File: config.mk
export PLATFORM = sky130hd
export DESIGN_NAME = ims_event_bank
export DESIGN_NICKNAME = d
export VERILOG_FILES = /design/src/ims_pkg.sv /design/src/ims_sticky.sv /design/src/ims_skew_meter.sv /design/src/ims_event_bank.sv
export SDC_FILE = /design/constraint.sdc
export NUM_CORES = 1
export LEC_CHECK = 0
export BUFFER_PORTS_ARGS = -buffer_cell sky130_fd_sc_hd__buf_2
export CORE_ASPECT_RATIO = 0.7
export CORE_MARGIN = 1.5
export CORE_UTILIZATION = 35
export DETAILED_ROUTE_END_ITERATION = 16
export GPL_ROUTABILITY_DRIVEN = 0
export PLACE_DENSITY = 0.64
export SKIP_LAST_GASP = 1
export SYNTH_ARGS = -nofsm -noshare
export SYNTH_HDL_FRONTEND = slang
export SYNTH_SLANG_ARGS = --single-unit
File: constraint.sdc
create_clock -name ref_clk -period 6.2 [get_ports ref_clk]
set_input_delay 0.93 -clock ref_clk [delete_from_list [all_inputs] [get_ports ref_clk]]
set_output_delay 0.93 -clock ref_clk [all_outputs]
set_load 0.005 [all_outputs]
File: src/ims_pkg.sv
package ims_pkg;

   // Link count and register indices; the byte address is four times the index.
   localparam int NLINK = 4;
   localparam logic [5:0] IDX_SYNC_LIVE = 6'h18;
   localparam logic [5:0] IDX_SYNC_IE = 6'h19;
   localparam logic [5:0] IDX_SYNC_LS = 6'h1a;
   localparam logic [5:0] IDX_SKEW = 6'h1b;
   localparam logic [5:0] IDX_SKEW_IE = 6'h1c;
   localparam logic [5:0] IDX_SKEW_LS = 6'h1d;
   localparam logic [5:0] IDX_OOF_IE = 6'h1e;
   localparam logic [5:0] IDX_OOF_LS = 6'h1f;
   localparam logic [1:0] WORD_LSB = 2'h0;

   // Reset values and field positions.
   localparam logic [7:0] RST_REG = 8'h00;
   localparam logic [31:0] RST_WORD = 32'h0000_0000;
   localparam int FAR_LSB = 4;
   localparam int LOCAL_LSB = 0;
   localparam int SKEW_ERR_BIT = 0;

   // Skew timing: one count of the skew value is 250 us.
   localparam int CLK_KHZ = 20000;
   localparam int SKEW_LSB_US = 250;
   localparam int TICK_CYC = SKEW_LSB_US * CLK_KHZ / 1000;
   localparam int SKEW_MAX_US = 64000;
   localparam int SKEW_LIMIT_US = 7750;
   localparam logic [7:0] SKEW_LIMIT_CNT = 8'(SKEW_LIMIT_US / SKEW_LSB_US);
   localparam logic [7:0] SKEW_FULL = 8'(SKEW_MAX_US / SKEW_LSB_US - 1);

   // Per-link events from the framing logic, all on ref_clk.
   typedef struct packed {
      logic [NLINK-1:0] far_rsync_cmd;
      logic [NLINK-1:0] far_oof;
      logic [NLINK-1:0] local_in_step;
      logic [NLINK-1:0] local_oof;
      logic [NLINK-1:0] frame_mark;
      logic [NLINK-1:0] participate;
   } ims_link_ev_t;

   // Interrupt enable registers.
   typedef struct packed {
      logic [7:0] sync_ie;
      logic [7:0] skew_ie;
      logic [7:0] oof_ie;
   } ims_ctrl_t;

   typedef enum {MS_IDLE, MS_RUN} ims_meas_t;

endpackage

File: src/ims_sticky.sv
`timescale 1ns/1ns
module ims_sticky
   import ims_pkg::*;
#(
   parameter int W = 8
) (
   // Clock and reset
   input wire logic ref_clk,
   input wire logic resetn,
   // Events and clears
   input wire logic [W-1:0] set_lvl,
   input wire logic [W-1:0] clr_w1c,
   // Latched state
   output logic [W-1:0] latched
);

   logic [W-1:0] next_latched;

   always_comb begin
      next_latched = set_lvl | (latched & ~clr_w1c);
   end

   always_ff @(posedge ref_clk or negedge resetn) begin
      if (!resetn) begin
         latched <= W'(RST_REG);
      end else begin
         latched <= next_latched;
      end
   end
endmodule // ims_sticky

File: src/ims_skew_meter.sv
`timescale 1ns/1ns
module ims_skew_meter
   import ims_pkg::*;
#(
   parameter int TICK = TICK_CYC
) (
   // Clock and reset
   input wire logic ref_clk,
   input wire logic resetn,
   // Link frame markers
   input wire logic [NLINK-1:0] frame_mark,
   input wire logic [NLINK-1:0] participate,
   // Result
   output logic [7:0] skew,
   output logic skew_valid
);

   localparam int TW = $clog2(TICK);

   ims_meas_t state;
   ims_meas_t next_state;
   logic [TW-1:0] tick;
   logic [TW-1:0] next_tick;
   logic [7:0] cnt;
   logic [7:0] next_cnt;
   logic [NLINK-1:0] seen;
   logic [NLINK-1:0] next_seen;
   logic [7:0] next_skew;
   logic next_valid;
   logic [NLINK-1:0] hits;

   // The count starts at the first marker and stops once every bonded link has marked.
   always_comb begin
      hits = frame_mark & participate;
      next_state = state;
      next_tick = tick;
      next_cnt = cnt;
      next_seen = seen;
      next_skew = skew;
      next_valid = 1'b0;
      unique case (state)
         MS_IDLE: begin
            next_tick = '0;
            next_cnt = '0;
            next_seen = hits;
            if (hits != '0) begin
               if (hits == participate) begin
                  next_skew = '0;
                  next_valid = 1'b1;
               end else begin
                  next_state = MS_RUN;
               end
            end
         end
         MS_RUN: begin
            next_seen = seen | hits;
            if (tick == TW'(TICK - 1)) begin
               next_tick = '0;
               if (cnt != SKEW_FULL) begin
                  next_cnt = cnt + 8'h01;
               end
            end else begin
               next_tick = tick + TW'(1);
            end
            if (next_seen == participate || (cnt == SKEW_FULL && next_tick == '0)) begin
               next_skew = cnt;
               next_valid = 1'b1;
               next_state = MS_IDLE;
            end
         end
      endcase
   end

   always_ff @(posedge ref_clk or negedge resetn) begin
      if (!resetn) begin
         state <= MS_IDLE;
         tick <= '0;
         cnt <= RST_REG;
         seen <= '0;
         skew <= RST_REG;
         skew_valid <= 1'b0;
      end else begin
         state <= next_state;
         tick <= next_tick;
         cnt <= next_cnt;
         seen <= next_seen;
         skew <= next_skew;
         skew_valid <= next_valid;
      end
   end
endmodule // ims_skew_meter

File: src/ims_event_bank.sv
`timescale 1ns/1ns
module ims_event_bank
   import ims_pkg::*;
#(
   parameter int TICK = TICK_CYC
) (
   // Clock and reset
   input wire logic ref_clk,
   input wire logic resetn,
   // Wishbone slave
   input wire logic wb_cyc_i,
   input wire logic wb_stb_i,
   input wire logic wb_we_i,
   input wire logic [7:0] wb_adr_i,
   input wire logic [3:0] wb_sel_i,
   input wire logic [31:0] wb_dat_i,
   output logic [31:0] wb_dat_o,
   output logic wb_ack_o,
   // Link events
   input wire ims_link_ev_t link_ev,
   // Status outputs
   output logic [NLINK-1:0] far_end_in_step,
   output logic bonding_irq_summary
);

   ims_ctrl_t ctrl;
   ims_ctrl_t next_ctrl;
   logic next_ack;
   logic [31:0] next_dat;
   logic [NLINK-1:0] next_far;
   logic next_irq;
   logic wr_cyc;
   logic [7:0] sync_ls;
   logic [7:0] oof_ls;
   logic [0:0] skew_ls;
   logic [7:0] clr_sync;
   logic [7:0] clr_oof;
   logic [0:0] clr_skew;
   logic [7:0] skew_val;
   logic skew_valid;
   logic [0:0] skew_err_set;
   logic [7:0] sync_live;
   logic [7:0] pend_sync;
   logic [7:0] pend_oof;
   logic pend_skew;
   logic pending;

   // Word-aligned hit on one register index.
   function automatic logic reg_hit(input logic [7:0] adr, input logic [5:0] idx);
      reg_hit = (adr[7:2] == idx) && (adr[1:0] == WORD_LSB);
   endfunction

   // Write strobe: taken on the edge where ack is high, low byte lane only.
   always_comb begin
      wr_cyc = wb_cyc_i && wb_stb_i && wb_we_i && wb_ack_o && wb_sel_i[0];
   end

   // Far-end sync: set by a received sync command, dropped when the far end loses frame.
   always_comb begin
      next_far = (far_end_in_step & ~link_ev.far_oof) | link_ev.far_rsync_cmd;
   end

   always_ff @(posedge ref_clk or negedge resetn) begin
      if (!resetn) begin
         far_end_in_step <= '0;
      end else begin
         far_end_in_step <= next_far;
      end
   end

   always_comb begin
      sync_live = {far_end_in_step, link_ev.local_in_step};
   end

   // Enable registers.
   always_comb begin
      next_ctrl = ctrl;
      if (wr_cyc && reg_hit(wb_adr_i, IDX_SYNC_IE)) begin
         next_ctrl.sync_ie = wb_dat_i[7:0];
      end
      if (wr_cyc && reg_hit(wb_adr_i, IDX_SKEW_IE)) begin
         next_ctrl.skew_ie = RST_REG;
         next_ctrl.skew_ie[SKEW_ERR_BIT] = wb_dat_i[SKEW_ERR_BIT];
      end
      if (wr_cyc && reg_hit(wb_adr_i, IDX_OOF_IE)) begin
         next_ctrl.oof_ie = wb_dat_i[7:0];
      end
   end

   always_ff @(posedge ref_clk or negedge resetn) begin
      if (!resetn) begin
         ctrl <= {RST_REG, RST_REG, RST_REG};
      end else begin
         ctrl <= next_ctrl;
      end
   end

   // Write-one-to-clear strobes for the latched registers.
   always_comb begin
      clr_sync = (wr_cyc && reg_hit(wb_adr_i, IDX_SYNC_LS)) ? wb_dat_i[7:0] : RST_REG;
      clr_oof = (wr_cyc && reg_hit(wb_adr_i, IDX_OOF_LS)) ? wb_dat_i[7:0] : RST_REG;
      clr_skew = (wr_cyc && reg_hit(wb_adr_i, IDX_SKEW_LS)) ? wb_dat_i[SKEW_ERR_BIT] : 1'b0;
   end

   ims_sticky #(
      .W(8)
   ) u_sync_ls (
      .ref_clk(ref_clk),
      .resetn(resetn),
      .set_lvl(sync_live),
      .clr_w1c(clr_sync),
      .latched(sync_ls)
   );

   ims_sticky #(
      .W(8)
   ) u_oof_ls (
      .ref_clk(ref_clk),
      .resetn(resetn),
      .set_lvl({link_ev.far_oof, link_ev.local_oof}),
      .clr_w1c(clr_oof),
      .latched(oof_ls)
   );

   ims_skew_meter #(
      .TICK(TICK)
   ) u_meter (
      .ref_clk(ref_clk),
      .resetn(resetn),
      .frame_mark(link_ev.frame_mark),
      .participate(link_ev.participate),
      .skew(skew_val),
      .skew_valid(skew_valid)
   );

   always_comb begin
      skew_err_set = skew_valid && (skew_val > SKEW_LIMIT_CNT);
   end

   ims_sticky #(
      .W(1)
   ) u_skew_ls (
      .ref_clk(ref_clk),
      .resetn(resetn),
      .set_lvl(skew_err_set),
      .clr_w1c(clr_skew),
      .latched(skew_ls)
   );

   // Interrupt summary.
   always_comb begin
      pend_sync = sync_ls & ctrl.sync_ie;
      pend_oof = oof_ls & ctrl.oof_ie;
      pend_skew = skew_ls[0] & ctrl.skew_ie[SKEW_ERR_BIT];
      pending = (|pend_sync) | (|pend_oof) | pend_skew;
      next_irq = pending;
   end

   always_ff @(posedge ref_clk or negedge resetn) begin
      if (!resetn) begin
         bonding_irq_summary <= 1'b0;
      end else begin
         bonding_irq_summary <= next_irq;
      end
   end

   // Bus answer: one wait state, read data registered with ack, unmapped reads zero.
   always_comb begin
      next_ack = wb_cyc_i && wb_stb_i && !wb_ack_o;
      next_dat = RST_WORD;
      if (reg_hit(wb_adr_i, IDX_SYNC_LIVE)) begin
         next_dat[7:0] = sync_live;
      end
      if (reg_hit(wb_adr_i, IDX_SYNC_IE)) begin
         next_dat[7:0] = ctrl.sync_ie;
      end
      if (reg_hit(wb_adr_i, IDX_SYNC_LS)) begin
         next_dat[7:0] = sync_ls;
      end
      if (reg_hit(wb_adr_i, IDX_SKEW)) begin
         next_dat[7:0] = skew_val;
      end
      if (reg_hit(wb_adr_i, IDX_SKEW_IE)) begin
         next_dat[7:0] = ctrl.skew_ie;
      end
      if (reg_hit(wb_adr_i, IDX_SKEW_LS)) begin
         next_dat[SKEW_ERR_BIT] = skew_ls[0];
      end
      if (reg_hit(wb_adr_i, IDX_OOF_IE)) begin
         next_dat[7:0] = ctrl.oof_ie;
      end
      if (reg_hit(wb_adr_i, IDX_OOF_LS)) begin
         next_dat[7:0] = oof_ls;
      end
      if (!next_ack) begin
         next_dat = RST_WORD;
      end
   end

   always_ff @(posedge ref_clk or negedge resetn) begin
      if (!resetn) begin
         wb_ack_o <= 1'b0;
         wb_dat_o <= RST_WORD;
      end else begin
         wb_ack_o <= next_ack;
         wb_dat_o <= next_dat;
      end
   end
endmodule // ims_event_bank

==> run_summary.xml <==
<?xml version="1.0" encoding="UTF-8"?>
<metrics>
  <group name="timing">
    <metric name="fmax" unit="MHz">320</metric>
    <metric name="fin_worst_skew" unit="ps">8.96</metric>
    <metric name="fin_crit_sh" unit="%">50.4</metric>
    <metric name="setup_violators_final" unit="">0</metric>
    <metric name="timing.final.max_slew_violations" unit="">0</metric>
    <metric name="timing.max_slew.rel_slack" unit="%">29.7</metric>
    <metric name="grt_setup_unrepaired" unit="">no</metric>
    <metric name="tns" unit="ps">0</metric>
    <metric name="min_period" unit="ps">3120</metric>
    <metric name="final_hold_vio_count" unit="">0</metric>
    <metric name="worst_pin_slew" unit="ps">1050</metric>
  </group>
  <group name="yosys">
    <metric name="number_of_distinct_standard_cells_referenced_by_the_synthesized_netlist" unit="">60</metric>
    <metric name="synth_area_per_inst" unit="um2">10.6</metric>
    <metric name="yosys.area.top_type_share" unit="%">48.3</metric>
    <metric name="synth_common_cells" unit="">83 x sky130_fd_sc_hd__dfrtp_1, 33 x sky130_fd_sc_hd__nand2_1, 31 x sky130_fd_sc_hd__mux2_2</metric>
    <metric name="ys.warnings.count" unit="">0</metric>
    <metric name="yosysMostFrequentCell" unit="">sky130_fd_sc_hd__dfrtp_1</metric>
    <metric name="postSynthCellCount" unit="">406</metric>
    <metric name="synth-edff-count" unit="">0</metric>
    <metric name="synth-seq-cells" unit="">83</metric>
    <metric name="synth_top_area_cell" unit="">sky130_fd_sc_hd__dfrtp_1</metric>
    <metric name="async_flop_share" unit="%">100</metric>
    <metric name="synth_area_leaders" unit="">sky130_fd_sc_hd__dfrtp_1 48%, sky130_fd_sc_hd__mux2_2 8.1%, sky130_fd_sc_hd__buf_4 4.2%, sky130_fd_sc_hd__a21o_1 3.5%, sky130_fd_sc_hd__nand2_1 2.9%</metric>
    <metric name="synth.yosys.seq_area_share" unit="%">48.3</metric>
    <metric name="syn-cell-area" unit="um2">4300</metric>
    <metric name="synth_ff_type" unit="">sky130_fd_sc_hd__dfrtp_1</metric>
  </group>
  <group name="worst_setup_path">
    <metric name="cp_slowest_cell" unit="">sky130_fd_sc_hd__nor2_1</metric>
    <metric name="critPathMaxStageDelay" unit="ps">610</metric>
    <metric name="crit_buf_inv" unit="">1</metric>
    <metric name="cp-start-kind" unit="">input port</metric>
    <metric name="crit_chain" unit="">buf_2 -&gt; nor4b_1 -&gt; nand3_1 -&gt; or2_2 -&gt; nor2_1 -&gt; nand2_1 -&gt; a21o_1</metric>
    <metric name="data_arrival_time_of_the_critical_path" unit="ps">3350</metric>
    <metric name="critical_path.max_fanout" unit="">9</metric>
    <metric name="worstSetupEndpointType" unit="">flip-flop</metric>
    <metric name="critical_path_class" unit="">input port to flip-flop</metric>
    <metric name="worst_path_dominant_cell_family" unit="">simple AND/OR/NAND/NOR gates</metric>
    <metric name="worst_ep_required_time" unit="ps">6420</metric>
  </group>
  <group name="route">
    <metric name="route.final.wire_length" unit="mm">9.79</metric>
    <metric name="drt_first_iter_violations" unit="">273</metric>
    <metric name="routed_via_density" unit="">5.19</metric>
    <metric name="drt_first_pass_iters" unit="">7</metric>
    <metric name="routedWlPerCell" unit="um">15.7</metric>
    <metric name="vias" unit="">3236</metric>
    <metric name="post-route-drc-count" unit="">0</metric>
    <metric name="antenna_left" unit="">0</metric>
  </group>
  <group name="hold_path">
    <metric name="hold_class" unit="">flip-flop to flip-flop</metric>
  </group>
  <group name="job">
    <metric name="number_of_violations_of_the_max_capacitance_limit" unit="">0</metric>
  </group>
  <group name="grt">
    <metric name="wire_length_of_the_first_global_routing_pass" unit="mm">16.1</metric>
    <metric name="global_route.usage.total" unit="%">16.2</metric>
    <metric name="antenna_found_initial" unit="">0</metric>
    <metric name="global_route_overflow" unit="">0</metric>
    <metric name="via_count_of_the_first_global_routing_pass" unit="">3034</metric>
    <metric name="grt_start_max_net_pins" unit="">84</metric>
  </group>
  <group name="floorplanning">
    <metric name="core_region_area" unit="um2">11900</metric>
    <metric name="chip_width" unit="um">136</metric>
    <metric name="fp.dieArea" unit="um2">13000</metric>
    <metric name="pin_count" unit="">111</metric>
    <metric name="rows" unit="">33</metric>
    <metric name="floorplan.initialDensity" unit="%">36.3</metric>
    <metric name="chipHeight" unit="um">95.8</metric>
  </group>
  <group name="layout">
    <metric name="layout-drive-gt1-share" unit="%">25.3</metric>
    <metric name="layout-area-overhead-vs-synth" unit="%">15.4</metric>
    <metric name="n_fill_cell" unit="">1172</metric>
    <metric name="fin_nets" unit="">538</metric>
    <metric name="antenna_cells_inserted" unit="">0</metric>
    <metric name="layout.cell_area.non_filler" unit="um2">4970</metric>
  </group>
  <group name="clocking">
    <metric name="cts_tree" unit="">done</metric>
    <metric name="clkTransAtPathRegs" unit="ps">60</metric>
    <metric name="post-cts-setup-buffer-count" unit="">0</metric>
    <metric name="clock_tree.buffer_depth" unit="">2</metric>
    <metric name="cts_made_buffers" unit="">9</metric>
    <metric name="clk-insertion-delay-late" unit="ps">340</metric>
    <metric name="cts_num_sinks" unit="">83</metric>
    <metric name="clock_tree.htree_level_count" unit="">3</metric>
    <metric name="post_cts_hold_buffer_count" unit="">0</metric>
    <metric name="post_cts_resized" unit="">0</metric>
    <metric name="cts_root_buf" unit="">sky130_fd_sc_hd__clkbuf_16</metric>
  </group>
  <group name="power">
    <metric name="max-vdd-ir-drop" unit="uV">134</metric>
    <metric name="power.density" unit="nW/um2">275</metric>
    <metric name="static-leakage-power" unit="nW">2.30</metric>
  </group>
  <group name="placement">
    <metric name="post_dp_cell_area" unit="um2">4660</metric>
    <metric name="detailed_place_hpwl" unit="mm">7.21</metric>
    <metric name="port_buffers" unit="">59</metric>
  </group>
  <group name="run_status">
    <metric name="outcome" unit="">finished, final reports clean</metric>
  </group>
</metrics>
-- flip-flops by register name (all words and copies together) (netlist names) --
signal	count
u_meter.skew	8
wb_ack_o	1
far_end_in_step	4
wb_dat_o	8
u_meter.skew_valid	1
u_meter.seen	4
ctrl	17
u_meter.state	1
u_sync_ls.latched	8
bonding_irq_summary	1
u_meter.tick	13
u_skew_ls.latched	1
u_oof_ls.latched	8
u_meter.cnt	8
-- report_power, final --
group	leakage [nW]	total (mW)	internal, mW	switching (mW)
Clock	0.152	0.558	0.350	0.209
Sequential	1.04	0.625	0.575	0.0500
Combinational	1.11	0.180	0.0823	0.0979
Total	2.30	1.36	1.01	0.357
-- through the flow --
step | total power [mW] | util, % | hold WS, ps | cells | worst slack (ps)
floorplan | 0.763 | - | 438 | 429 | 3450
CTS | 1.38 | 41.9 | 485 | 624 | 3080
global route | 1.43 | 41.9 | 502 | 624 | 2920
finish | 1.36 | 41.9 | 478 | 624 | 3080
detailed placement | 0.814 | 39.3 | 463 | 609 | 2740
global placement | 0.808 | 39.3 | 465 | 609 | 2810
-- tightest hold or removal path, delay by kind of cell (launching register included) --
kind | cells | cell delay (ps)
and+or+nand+nor | 1 | 60
DFF | 1 | 330
AOI/OAI and AO/OA | 1 | 60
-- layer usage --
layer | GRT usage [%] | wire, um
met1 | 24.7 | 5050
met4 | 4.21 | 84
met5 | 0 | 0
met2 | 21.6 | 3890
met3 | 5.21 | 768
-- worst paths after layout --
path / from / to / slack [ps] / depth (start not counted)
worst max-delay path: wb_adr_i[7] / u_oof_ls.latched[6]$_DFF_PN0_ / 3080 / 7
worst min-delay path: u_meter.skew_valid$_DFF_PN0_ / u_skew_ls.latched$_DFF_PN0_ / 480 / 2
worst max register to register: u_meter.tick[10]$_DFF_PN0_ / u_meter.skew[2]$_DFFE_PN0P_ / 3230 / 6
worst min register to register: u_meter.skew_valid$_DFF_PN0_ / u_skew_ls.latched$_DFF_PN0_ / 480 / 2
max in group asynchronous: resetn / ctrl[5]$_DFFE_PN0P_ / 4770 / 1
min in group asynchronous: resetn / u_oof_ls.latched[3]$_DFF_PN0_ / 760 / 1
-- layout by cell type, fill, tap and decap left out, types with 5 or more instances in the layout --
cell / count
sky130_fd_sc_hd__nand3_1: 14
sky130_fd_sc_hd__o21ai_0: 10
sky130_fd_sc_hd__nor2b_1: 13
sky130_fd_sc_hd__buf_2: 58
sky130_fd_sc_hd__mux2_2: 31
sky130_fd_sc_hd__dfrtp_1: 83
sky130_fd_sc_hd__inv_1: 8
sky130_fd_sc_hd__clkbuf_16: 9
sky130_fd_sc_hd__conb_1: 24
sky130_fd_sc_hd__mux2i_1: 9
sky130_fd_sc_hd__a21o_1: 20
sky130_fd_sc_hd__xor2_1: 12
sky130_fd_sc_hd__and2_1: 7
sky130_fd_sc_hd__a22oi_1: 5
sky130_fd_sc_hd__nor2_1: 29
sky130_fd_sc_hd__nor3_1: 6
sky130_fd_sc_hd__nand2_1: 33
sky130_fd_sc_hd__o22ai_1: 15
sky130_fd_sc_hd__nand2b_1: 8
-- cells by family (layout without fill, tap and decap cells) --
logic type | after synthesis | count (layout) | synth area share [%]
multiplexers | 42 | 42 | 11.1
AO/OA/AOI/OAI | 75 | 75 | 13.1
other | 1 | 24 | 0.0872
adder cells (fa/ha/maj) | 2 | 2 | 0.581
XOR/XNOR | 16 | 16 | 3.26
flip-flops | 83 | 83 | 48.3
AND/OR/NAND/NOR | 142 | 142 | 17.4
buffers and inverters | 45 | 83 | 6.22
-- cell type report --
class                      count  area [um2]  share of cell area [%]
clock buffer                  10         229                    4.61
clock inverter                 5        78.8                    1.59
inverter                       8        30.0                   0.605
multi-input combinational    301        2050                    41.3
sequential                    83        2080                    41.8
tap                          157         196                    3.95
timing repair buffer          60         305                    6.15
Power figures use the tool's default switching activity.
